<file path="config.mk">
export PLATFORM = sky130hd
export DESIGN_NAME = hdlc_tx_fifo_rx_route
export DESIGN_NICKNAME = d
export VERILOG_FILES = /design/src/hdlc_txrx_pkg.sv /design/src/byte_fifo.sv /design/src/hdlc_tx_fifo_rx_route.sv
export SDC_FILE = /design/constraint.sdc
export NUM_CORES = 1
export LEC_CHECK = 0
export BUFFER_PORTS_ARGS = -buffer_cell sky130_fd_sc_hd__buf_2
export CAP_MARGIN = 20
export CORE_UTILIZATION = 52
export CTS_CLUSTER_DIAMETER = 100
export DETAILED_ROUTE_END_ITERATION = 8
export GPL_TIMING_DRIVEN = 1
export HOLD_SLACK_MARGIN = 0.15
export PLACE_DENSITY = 0.75
export SLEW_MARGIN = 15
export SYNTH_ARGS = -nofsm -noshare
export SYNTH_HDL_FRONTEND = slang
export SYNTH_SLANG_ARGS = --single-unit
</file>
<file path="constraint.sdc">
create_clock -name mclk -period 3.95 [get_ports mclk]
set_clock_uncertainty 0.15 [all_clocks]
set_input_delay 0.1975 -clock mclk [delete_from_list [all_inputs] [get_ports mclk]]
set_output_delay 0.1975 -clock mclk [all_outputs]
set_load 0.005 [all_outputs]
</file>
<file path="src/hdlc_txrx_pkg.sv">
// Overview of operation
// - Transmit FIFO empty flag follows FIFO occupancy live, high when no bytes held.
// - Transmit FIFO full flag follows FIFO occupancy live, high when no room left.
// - Underrun flag sets when FIFO runs dry before end-of-message was given.
// - An underrun sends an abort toward the bit-level transmitter automatically.
// - Underrun flag stays latched until the host reads the transmit info register.
// - Upper five bits of the transmit info register are unassigned; host ignores them.
// - Each write to the FIFO port loads one byte unless the FIFO is full, bit seven as MSB.
// - Source select zero feeds receiver from Sa bits enabled by control-two bits.
// - Source select one feeds receiver per the routing register's remaining fields.
// - Sa routing: select bits four..zero enable Sa4..Sa8 respectively.
// - Channel routing feeds DS0 data; channel mode bit picks how channels are chosen.
// - Channel mode zero: select bits name the single DS0 channel used.
// - Channel number uses select bit four as MSB, bit zero as LSB.
// - DS0 bit positions whose suppress bit is one are dropped; bit seven is MSB.
package hdlc_txrx_pkg;

  // Register offsets on the parallel control port
  localparam logic [7:0] tx_hdlc_info_addr = 8'hb6;
  localparam logic [7:0] tx_hdlc_fifo_port_addr = 8'hb7;
  localparam logic [7:0] rx_hdlc_routing_ctl_addr = 8'hb8;
  localparam logic [7:0] rx_bit_suppress_reg_addr = 8'hb9;

  // Reset values
  localparam logic [7:0] routing_reset = 8'h00;
  localparam logic [7:0] suppress_reset = 8'h00;

  // Field positions of the routing control register
  localparam int rx_source_select_pos = 7;
  localparam int rx_spare_or_channel_select_pos = 6;
  localparam int rx_channel_mode_pos = 5;

  // Field positions of the transmit info register
  localparam int tx_fifo_empty_pos = 2;
  localparam int tx_fifo_full_pos = 1;
  localparam int tx_underrun_pos = 0;

  // Sa bit numbering
  localparam logic [3:0] sa_first = 4'h4;
  localparam logic [3:0] sa_last = 4'h8;

  // Host request on the parallel control port
  typedef struct packed {
    logic wr;
    logic rd;
    logic [7:0] addr;
    logic [7:0] wdata;
  } host_req_t;

  // One received bit from the framer with its position in the frame
  typedef struct packed {
    logic strobe;
    logic data;
    logic [4:0] timeslot;
    logic [2:0] bit_pos;
    logic sa_flag;
    logic [3:0] sa_index;
  } rx_slot_t;

  // Transmit byte toward the bit-level transmitter
  typedef struct packed {
    logic valid;
    logic [7:0] data;
  } tx_byte_t;

  // Status seen by the host
  typedef struct packed {
    logic empty;
    logic full;
    logic underrun;
  } tx_status_t;

endpackage : hdlc_txrx_pkg

</file>
<file path="src/byte_fifo.sv">
module byte_fifo
  import hdlc_txrx_pkg::*;
#(
  parameter int width = 8,
  parameter int depth = 8
)
(
  input wire logic mclk,
  input wire logic reset_n,
  input wire logic ce,
  input wire logic in_valid,
  output logic in_ready,
  input wire logic [width-1:0] in_data,
  output logic out_valid,
  input wire logic out_ready,
  output logic [width-1:0] out_data
);

  localparam int aw = $clog2(depth);

  typedef struct packed {
    logic [depth-1:0][width-1:0] mem;
    logic [aw-1:0] wr_ptr;
    logic [aw-1:0] rd_ptr;
    logic [aw:0] count;
    logic [width-1:0] head;
  } fifo_state_t;

  fifo_state_t st;
  fifo_state_t next_st;
  logic push;
  logic pop;
  logic [aw-1:0] nrd;

  assign in_ready = (st.count != (aw+1)'(depth));
  assign out_valid = (st.count != '0);
  assign out_data = st.head;

  // Pointer, count and head-register update
  always_comb
  begin
    next_st = st;
    push = in_valid && in_ready;
    pop = out_valid && out_ready;
    nrd = st.rd_ptr;
    if (push)
    begin
      next_st.mem[st.wr_ptr] = in_data;
      next_st.wr_ptr = (st.wr_ptr == aw'(depth - 1)) ? '0 : st.wr_ptr + 1'b1;
    end
    if (pop)
    begin
      nrd = (st.rd_ptr == aw'(depth - 1)) ? '0 : st.rd_ptr + 1'b1;
    end
    next_st.rd_ptr = nrd;
    next_st.count = st.count + (aw+1)'(push) - (aw+1)'(pop);
    // Bypass so a byte written into the head slot is visible at once
    next_st.head = (push && nrd == st.wr_ptr) ? in_data : st.mem[nrd];
  end

  // State register
  always_ff @(posedge mclk or negedge reset_n)
  begin
    if (!reset_n)
      st <= '0;
    else if (ce)
      st <= next_st;
  end

endmodule : byte_fifo

</file>
<file path="src/hdlc_tx_fifo_rx_route.sv">
module hdlc_tx_fifo_rx_route
  import hdlc_txrx_pkg::*;
#(
  parameter int fifo_depth = 8
)
(
  input wire logic mclk,
  input wire logic reset_n,
  input wire logic ce,
  // Parallel control port
  input wire host_req_t host_req,
  output logic [7:0] host_rdata,
  // Controls held in registers outside this block
  input wire logic tx_end_of_message_ctl,
  input wire logic [4:0] rx_control_two,
  input wire logic [31:0] rx_chan_block_en,
  // Transmit byte stream toward the bit-level transmitter
  output tx_byte_t tx_byte,
  input wire logic tx_byte_ready,
  output logic tx_abort,
  output logic tx_msg_done,
  // Live status copies
  output tx_status_t tx_status,
  // Receive routing
  input wire rx_slot_t rx_slot,
  output logic hdlc_rx_strobe,
  output logic hdlc_rx_data
);

  // Block state
  typedef struct packed {
    logic [7:0] routing;
    logic [7:0] suppress;
    logic underrun;
    logic msg_active;
    logic eom_seen;
    tx_byte_t out;
    logic abort;
    logic msg_done;
    logic [7:0] rdata;
    tx_status_t status;
    logic rx_strobe;
    logic rx_data;
  } route_state_t;

  route_state_t st;
  route_state_t next_st;

  // FIFO hookup
  logic fifo_in_valid;
  logic fifo_in_ready;
  logic fifo_out_valid;
  logic fifo_out_ready;
  logic [7:0] fifo_out_data;

  // Decode helpers
  logic wr_fifo_port;
  logic wr_routing;
  logic wr_suppress;
  logic rd_info;
  logic out_slot_free;
  logic underrun_event;
  logic clean_end;
  logic route_hit;
  logic [2:0] suppress_idx;
  logic [31:0] chan_sel;
  logic msg_dry;
  logic eom_now;

  // Register access decode, used for every offset
  function automatic logic hit(input logic [7:0] a, input logic [7:0] target);
    hit = (a == target);
  endfunction : hit

  // Sa enable lookup: enable bit four is Sa4 down to bit zero for Sa8
  function automatic logic sa_enabled(input logic [4:0] en, input logic [3:0] sa);
    logic [3:0] idx;
    idx = sa_last - sa;
    if (sa >= sa_first && sa <= sa_last)
      sa_enabled = en[idx[2:0]];
    else
      sa_enabled = 1'b0;
  endfunction : sa_enabled

  // Write strobes for the FIFO port, routing and suppress registers; read strobe for the info register
  assign wr_fifo_port = host_req.wr && hit(host_req.addr, tx_hdlc_fifo_port_addr);
  assign wr_routing = host_req.wr && hit(host_req.addr, rx_hdlc_routing_ctl_addr);
  assign wr_suppress = host_req.wr && hit(host_req.addr, rx_bit_suppress_reg_addr);
  assign rd_info = host_req.rd && hit(host_req.addr, tx_hdlc_info_addr);

  // A write into a full FIFO is dropped; the host watches the full flag
  assign fifo_in_valid = wr_fifo_port;

  // Output stage takes a new byte once it is empty or being consumed
  assign out_slot_free = !st.out.valid || tx_byte_ready;
  assign fifo_out_ready = out_slot_free;

  // Message runs dry once the stage wants a byte and the FIFO has none
  assign msg_dry = st.msg_active && out_slot_free && !fifo_out_valid;

  // End-of-message either remembered earlier or raised right now
  assign eom_now = st.eom_seen || tx_end_of_message_ctl;

  // Dry with end-of-message closes cleanly, dry without it is an underrun
  assign clean_end = msg_dry && eom_now;
  assign underrun_event = msg_dry && !eom_now;

  // Suppress bit seven covers the first, most significant bit of the slot
  assign suppress_idx = 3'h7 - rx_slot.bit_pos;

  // Per-timeslot channel match: single numbered channel or block enables
  for (genvar ts = 0; ts < 32; ts++)
  begin : g_chan_sel
    assign chan_sel[ts] = st.routing[rx_channel_mode_pos]
                          ? rx_chan_block_en[ts]
                          : (st.routing[4:0] == 5'(ts));
  end

  // Receive source selection
  always_comb
  begin
    route_hit = 1'b0;
    if (!st.routing[rx_source_select_pos])
    begin
      // Sa bits chosen by the receive control two enables
      route_hit = rx_slot.sa_flag && sa_enabled(rx_control_two, rx_slot.sa_index);
    end
    else if (!st.routing[rx_spare_or_channel_select_pos])
    begin
      // Sa bits chosen by the select field
      route_hit = rx_slot.sa_flag
                  && sa_enabled(st.routing[4:0], rx_slot.sa_index);
    end
    else
    begin
      // DS0 channel data, minus Sa bits and suppressed bit positions
      route_hit = chan_sel[rx_slot.timeslot];
      route_hit = route_hit && !rx_slot.sa_flag;
      route_hit = route_hit && !st.suppress[suppress_idx];
    end
  end

  // Next-state logic for the whole block
  always_comb
  begin
    next_st = st;

    // Control register writes
    if (wr_routing)
    begin
      next_st.routing = host_req.wdata;
    end
    if (wr_suppress)
    begin
      next_st.suppress = host_req.wdata;
    end

    // Read data; unassigned bits of the info register read zero
    if (host_req.rd)
    begin
      next_st.rdata = 8'h00;
      if (rd_info)
      begin
        next_st.rdata[tx_fifo_empty_pos] = !fifo_out_valid;
        next_st.rdata[tx_fifo_full_pos] = !fifo_in_ready;
        next_st.rdata[tx_underrun_pos] = st.underrun;
      end
      else if (hit(host_req.addr, rx_hdlc_routing_ctl_addr))
      begin
        next_st.rdata = st.routing;
      end
      else if (hit(host_req.addr, rx_bit_suppress_reg_addr))
      begin
        next_st.rdata = st.suppress;
      end
    end

    // Underrun flag: latched, cleared by a read, a new event wins the clear
    if (rd_info)
    begin
      next_st.underrun = 1'b0;
    end
    if (underrun_event)
    begin
      next_st.underrun = 1'b1;
    end

    // End-of-message request held until the message closes
    if (tx_end_of_message_ctl && st.msg_active)
    begin
      next_st.eom_seen = 1'b1;
    end

    // Output stage toward the bit-level transmitter
    if (out_slot_free)
    begin
      next_st.out.valid = fifo_out_valid;
      if (fifo_out_valid)
      begin
        next_st.out.data = fifo_out_data;
        next_st.msg_active = 1'b1;
      end
    end

    // Abort and message-done pulses
    next_st.abort = underrun_event;
    next_st.msg_done = clean_end;

    // Either ending closes the message and forgets end-of-message
    if (underrun_event || clean_end)
    begin
      next_st.msg_active = 1'b0;
      next_st.eom_seen = 1'b0;
    end

    // Live status copies
    next_st.status.empty = !fifo_out_valid;
    next_st.status.full = !fifo_in_ready;
    next_st.status.underrun = next_st.underrun;

    // Routed receive bit
    next_st.rx_strobe = rx_slot.strobe && route_hit;
    next_st.rx_data = rx_slot.data;
  end

  // State register; clock enable freezes everything
  always_ff @(posedge mclk or negedge reset_n)
  begin
    if (!reset_n)
    begin
      st <= '0;
      st.routing <= routing_reset;
      st.suppress <= suppress_reset;
      st.status.empty <= 1'b1;
    end
    else if (ce)
    begin
      st <= next_st;
    end
  end

  // Transmit FIFO
  byte_fifo #(
    .width(8),
    .depth(fifo_depth)
  ) u_tx_fifo (
    .mclk(mclk),
    .reset_n(reset_n),
    .ce(ce),
    .in_valid(fifo_in_valid),
    .in_ready(fifo_in_ready),
    .in_data(host_req.wdata),
    .out_valid(fifo_out_valid),
    .out_ready(fifo_out_ready),
    .out_data(fifo_out_data)
  );

  // Outputs straight from flops
  assign host_rdata = st.rdata;
  assign tx_byte = st.out;
  assign tx_abort = st.abort;
  assign tx_msg_done = st.msg_done;
  assign tx_status = st.status;
  assign hdlc_rx_strobe = st.rx_strobe;
  assign hdlc_rx_data = st.rx_data;

endmodule : hdlc_tx_fifo_rx_route

</file>
After elaboration in Yosys (flattened, before gate mapping)
Cells that the tools add are included.
{"block": "totals", "word_cells": 188, "regBits": 124, "output_inout_bits": 24}
{"block": "op_classes", "eq_ne": 39, "mux": 66, "addsub": 6, "n_lt_le_gt_ge": 8, "n_reduce_logical": 43}
{"operator": "equality test 5 bit, second input constant", "n": 16}
{"operator": "bitwise mux 64 bit", "n": 1}
{"operator": "2-to-1 mux 1 bit", "n": 48}
{"operator": "equality test 5 x 4 -> 1 bit, second input constant", "n": 8}
{"operator": "2-to-1 mux 8 bit", "n": 5}
{"operator": "equality test 8 bit, second input constant", "n": 4}
{"operator": "binary-select mux 8 bit (select 3 bit)", "n": 1}
{"operator": "demux 8 bit (select 3 bit)", "n": 1}
{"operator": "equality test 5 x 3 -> 1 bit, second input constant", "n": 4}
{"operator": "logical AND 1 bit", "n": 19}
{"operator": "less-than comparator 3 x 4 -> 1 bit, second input constant", "n": 4}
{"operator": "AND reduction 2 bit", "n": 7}
{"operator": "2-to-1 mux 3 bit", "n": 4}
{"operator": "equality test 5 x 2 -> 1 bit, second input constant", "n": 2}
{"operator": "binary-select mux 1 bit (select 3 bit)", "n": 3}
{"operator": "nonzero test 2 bit", "n": 4}
{"operator": "adder 3 x 1 -> 3 bit, second input constant", "n": 2}
{"operator": "equality test 3 bit, second input constant", "n": 2}
{"operator": "zero test 1 bit", "n": 6}
{"operator": "less-than comparator 5 x 6 -> 1 bit, second input constant", "n": 1}
{"operator": "AND reduction 3 bit", "n": 2}
{"operator": "binary-select mux 1 bit (select 5 bit)", "n": 1}
{"operator": "equality test 5 x 1 -> 1 bit, second input constant", "n": 1}
{"operator": "zero test 5 bit", "n": 1}
{"operator": "13 further kinds", "n": 15}

Depth between registers and ports, before layout
{"block": "depth", "word_depth": 10, "mapped_depth": 14, "ltp_nobuf": 13}

By module
A second synthesis with hierarchy kept.
{"block": "unflattened", "cells_unflattened": 639, "area_unflattened_um2": 7299.5}
{"module": "byte_fifo", "area_each_um2": 4469.3, "instances": 1, "cells_each": 375}
{"module": "hdlc_tx_fifo_rx_route", "area_each_um2": 2830.2, "instances": 1, "cells_each": 264}

Least setup slack after synthesis
No wires, ideal clock.
{"block": "synth_path", "path_kind": "flip-flop to flip-flop", "startpoint": "register u_tx_fifo.st[10] (netlist name)", "endpoint": "register u_tx_fifo.st[10] (netlist name)", "required_ns": 3.664, "setup_ns": 0.136, "n_path_buf": 1, "arrival_ns": 2.408, "stages_incl_launch_ff": 15, "slack_ns": 1.256, "period_less_slack_ns": 2.694, "path_cell_list": "dfrtp_1 inv_1 ha_1 or3b_1 clkbuf_1 nand2_2 inv_1 ha_1 inv_1 ha_1 inv_1 fa_1 xnor2_1 nand2_1 o21ai_0"}
{"block": "synth_via", "elab_chain_cells": 4, "elab_cells_between_ends": 6, "classes_between": "2 x add/sub; 1 x eq/ne; 3 x reduce/logical"}
{"element": "start, declared", "line_no": "byte_fifo.sv:29", "source": "fifo_state_t st;"}
{"element": "start signal, assigned", "line_no": "byte_fifo.sv:67", "source": "st <= next_st;"}
{"element": "!= test 4 bit", "line_no": "byte_fifo.sv:35", "source": "assign in_ready = (st.count != (aw+1)'(depth));"}
{"element": "logical AND 1 bit", "line_no": "byte_fifo.sv:43", "source": "push = in_valid && in_ready;"}
{"element": "adder 4 x 1 -> 4 bit", "line_no": "byte_fifo.sv:56", "source": "next_st.count = st.count + (aw+1)'(push) - (aw+1)'(pop);"}
{"element": "subtractor 4 x 1 -> 4 bit *", "line_no": "byte_fifo.sv:56"}
Mark *: on every way between the ends. The rest lies on a longest branch, timed or not.
A chain may end at the register's enable or synchronous reset.

Final worst setup path
{"block": "layout_path", "startpoint": "register st[40] (netlist name)", "endpoint": "register st (netlist bit hdlc_rx_strobe)"}
{"block": "layout_via", "elab_chain_cells": 8, "elab_cells_between_ends": 39, "classes_between": "36 x mux; 3 x reduce/logical"}
{"element": "start, declared", "line_no": "hdlc_tx_fifo_rx_route.sv:46", "source": "route_state_t st;"}
{"element": "start signal, assigned", "line_no": "hdlc_tx_fifo_rx_route.sv:238", "source": "st <= next_st;"}
{"element": "2-to-1 mux 1 bit", "line_no": "hdlc_tx_fifo_rx_route.sv:115", "source": "? rx_chan_block_en[ts]"}
{"element": "binary-select mux 1 bit (select 5 bit) *", "line_no": "hdlc_tx_fifo_rx_route.sv:137", "source": "route_hit = chan_sel[rx_slot.timeslot];"}
{"element": "2-to-1 mux 1 bit (not written as such) *", "line_no": "hdlc_tx_fifo_rx_route.sv:137"}
{"element": "logical AND 1 bit *", "line_no": "hdlc_tx_fifo_rx_route.sv:138", "source": "route_hit = route_hit && !rx_slot.sa_flag;"}
{"element": "logical AND 1 bit *", "line_no": "hdlc_tx_fifo_rx_route.sv:139", "source": "route_hit = route_hit && !st.suppress[suppress_idx];"}
{"element": "2-to-1 mux 1 bit *", "line_no": "hdlc_tx_fifo_rx_route.sv:128", "source": "else if (!st.routing[rx_spare_or_channel_select_pos])"}
{"element": "2-to-1 mux 1 bit *", "line_no": "hdlc_tx_fifo_rx_route.sv:123", "source": "if (!st.routing[rx_source_select_pos])"}
{"element": "logical AND 1 bit *", "line_no": "hdlc_tx_fifo_rx_route.sv:222", "source": "next_st.rx_strobe = rx_slot.strobe && route_hit;"}
Mark *: on every way between the ends. The rest lies on a longest branch, timed or not. The select of a mux whose other input is x is not followed.

==> metrics.txt <==
routed vias/inst 6.261; Top cell by count, worst path dlygate4sd3_1; io pins 99; Req. time, crit path 4.16 ns; WP buf/inv 2; Leak 4.011 nW; clock root buffer clkbuf_16; cell count along the critical path 8; Top delay family on crit path buffers and inverters; Placer Congestion 0.9192; element type at the critical path start register; synth warn 0; Cells after Synth 707; htree depth 4; Max Cap Violations 0; f_max 280.6 MHz; Resized Gates After CTS 0; Worst Path Max Fanout 20; detailed placement HPWL 13.50 mm; share of the synthesized area in the top cell type 0.4161; gr busiest metal met2; Internal 3.171 mW; Clock Power Share 0.320; VDD IR max 0.0003511 V; CTS Buf Count 17; worst slack, placed 0.8413 ns; vias in the first global route 5,938; starting density of the core 0.5329; PD cells 562.6 nW/um^2; detailed router's first-iteration violation count 557; largest net degree at the start of global routing 65; Synth top cells by count 123 x dfrtp_1, 96 x mux2_2, 76 x nand2_1, 38 x o21ai_0, 34 x nand3_1; Avg Synthesized Cell Area 10.46 sq um; Post-Synthesis Cell Area 7397 sq um; clock sink count 124; share of cells above drive strength 1 0.3204; initial antenna violation count 2; worst relative slew slack 0.4028; Critical Path Sink hdlc_rx_strobe; DR WL/cell 19.53 um; outcome complete, no violations; Total Nets Final 870; critical path's slowest cell dfrtp_1; area leader, netlist dfrtp_1; crit share post-route 0.9022; sequential-to-total area share from yosys stat 0.4197; Total Wirelength 19.08 mm; GR Util met1 0.3519; Net Sw Frac 0.3463; Setup TNS 0 ns; Worst path max stage delay 0.59 ns; grt total ovfl 0; worst r2r path cells 8; CTS tree done; top cells by area, synth dfrtp_1 42%, mux2_2 15%, nand2_1 3.9%, o21ai_0 2.6%, buf_4 2.3%; Port-buffer cells 98; wire length of the first global-routing pass 30.41 mm; clk_lat worst skew 0.42 ns; Comb pwr share 0.360; hold buffers post-CTS 19; Critical Path Start st[40]; synthesis-to-layout area growth 16.59%; Vias 6,117; clock-pin slew on the worst setup and hold paths 0.05 ns; Syn Nets 794; fin. max-slew vios 0; Fin. Hold Viols 0; row count 43; routing usage on met2 0.4329; R2R setup slack 0.39 ns; unrepaired setup endpoints after global routing no; Total GRT Usage 0.2725; count leader, synth dfrtp_1; Die Wd 121.3 um; CP endpoint kind register; crit path DAT 3.77 ns; #FFs+latches synth 124; HP Class in -> reg; Post-synth EDFFs 0; fin crit period 3.564 ns; core area 13,880 sq um; Layout Cells excl Fill 977; final setup violation count 0; CP Class reg -> reg; post-synthesis async set-or-reset flop share 1.000; FF-to-FF Start st[40]; Die Area 14,710 sq um; placed insts 925; synth unique cells 72; Top FF cell, synth dfrtp_1; Post-CTS Setup Inserts 0; drt pass-1 iters 5; reg-to-reg endpoint hdlc_rx_strobe; met3 usage 0.06344; worst path cell trace nor2_1 > a31oi_1 > a221oi_1 > o2111ai_1 > dlygate4sd3_1 > or4_1 > nand3_1 > dlygate4sd3_1; post-route setup slack 0.3863 ns; die height 121.3 um; sequential fraction of design power 0.320; Worst Tran Pin Value 0.8929 ns; antenna viol nets, final 0; final routed DRC violation total 0; CTS max path bufs 2; sw power 1.680 mW
per-stage QoR:
stage / hold slack, ns / power [mW] / instance area, sq um / util
final: 0.1723 / 4.852 / 8625 / 0.6213
after global routing: 0.1915 / 5.096 / 8622 / 0.6211
after CTS: 0.1609 / 4.840 / 8622 / 0.6211
after detailed placement: 0.1649 / 3.270 / 7834 / 0.5644
after global placement: 0.1500 / 3.193 / 7834 / 0.5644
after floorplan: -0.2481 / 2.844 / 7397 / -
state kept, by name (all words and copies together), names as in the netlist:
name                cells
u_tx_fifo.st           74
st                     18
tx_byte                 9
host_rdata              8
u_tx_fifo.out_data      8
tx_status               3
hdlc_rx_data            1
hdlc_rx_strobe          1
tx_abort                1
tx_msg_done             1
per-layer routing:
layer  part of all wire  vias up
li1                   -     2772
met1               0.43     3019
met2               0.47      281
met3              0.071       45
met4              0.030        0
met5                  0        -
worst min-delay path by stage:
stage | startpoint | end | slack (ns) | cells after the start
2_1_floorplan | reset_n | hdlc_rx_data | -0.25 | 0
3_3_place_gp | reset_n | u_tx_fifo.st[69] | 0.15 | 1
3_5_place_dp | reset_n | u_tx_fifo.st[37] | 0.16 | 1
4_1_cts | host_req[16] | tx_status[0] | 0.16 | 5
5_1_grt | host_req[16] | tx_status[0] | 0.19 | 5
6_report | host_req[16] | tx_status[0] | 0.17 | 5
area by class of cell:
class | instances | area (sq um)
inverters | 17 | 63.81
well taps | 180 | 225.2
repair buffers | 122 | 733.2
clock buffers | 22 | 484.2
fillers | 1094 | 5256
multi-input cells | 501 | 3897
clock inverters | 10 | 113.9
flip-flops and latches | 124 | 3104
diodes | 1 | 2.502
worst min-delay path, stage by stage:
cell,delay (ns)
buf_2,0.12
and3_1,0.19
nand2_1,0.08
nand2_1,0.06
nand2_1,0.06
kinds of logic after synthesis:
group           share of synthesized area
compound gates                     0.1324
xor+xnor                         0.005752
fa+ha+maj                         0.02131
buf+inv                           0.05463
flops                              0.4197
mux                                0.1861
simple gates                       0.1801
cell usage in the layout, fill, tap and decap left out, types with 5 or more instances in the layout:
master / n
mux2_2: 96
o211ai_1: 11
nand4bb_1: 8
nand2_1: 76
a32o_1: 8
mux2i_1: 13
dfrtp_1: 123
clkbuf_16: 17
o21a_1: 9
a31oi_1: 5
nand4_1: 5
and2_1: 18
nor2_1: 11
nand3_1: 34
and3_1: 5
buf_2: 97
a221oi_1: 17
mux4_2: 5
dlygate4sd3_1: 19
ha_1: 11
nor3_1: 28
a22oi_1: 7
o21ai_0: 38
a21oi_1: 16
nor2b_1: 8
inv_1: 17
buf_4: 5
power groups by stage:
| stage | Sequential, mW | Combinational [mW] | Clock, mW |
|---|---|---|---|
| 2_1_floorplan | 1.52 | 1.33 | 0 |
| 3_3_place_gp | 1.56 | 1.63 | 0 |
| 3_5_place_dp | 1.57 | 1.70 | 0 |
| 4_1_cts | 1.55 | 1.72 | 1.57 |
| 5_1_grt | 1.57 | 1.89 | 1.63 |
| 6_report | 1.55 | 1.75 | 1.55 |
No activity file was read; power rests on OpenSTA's default activity.
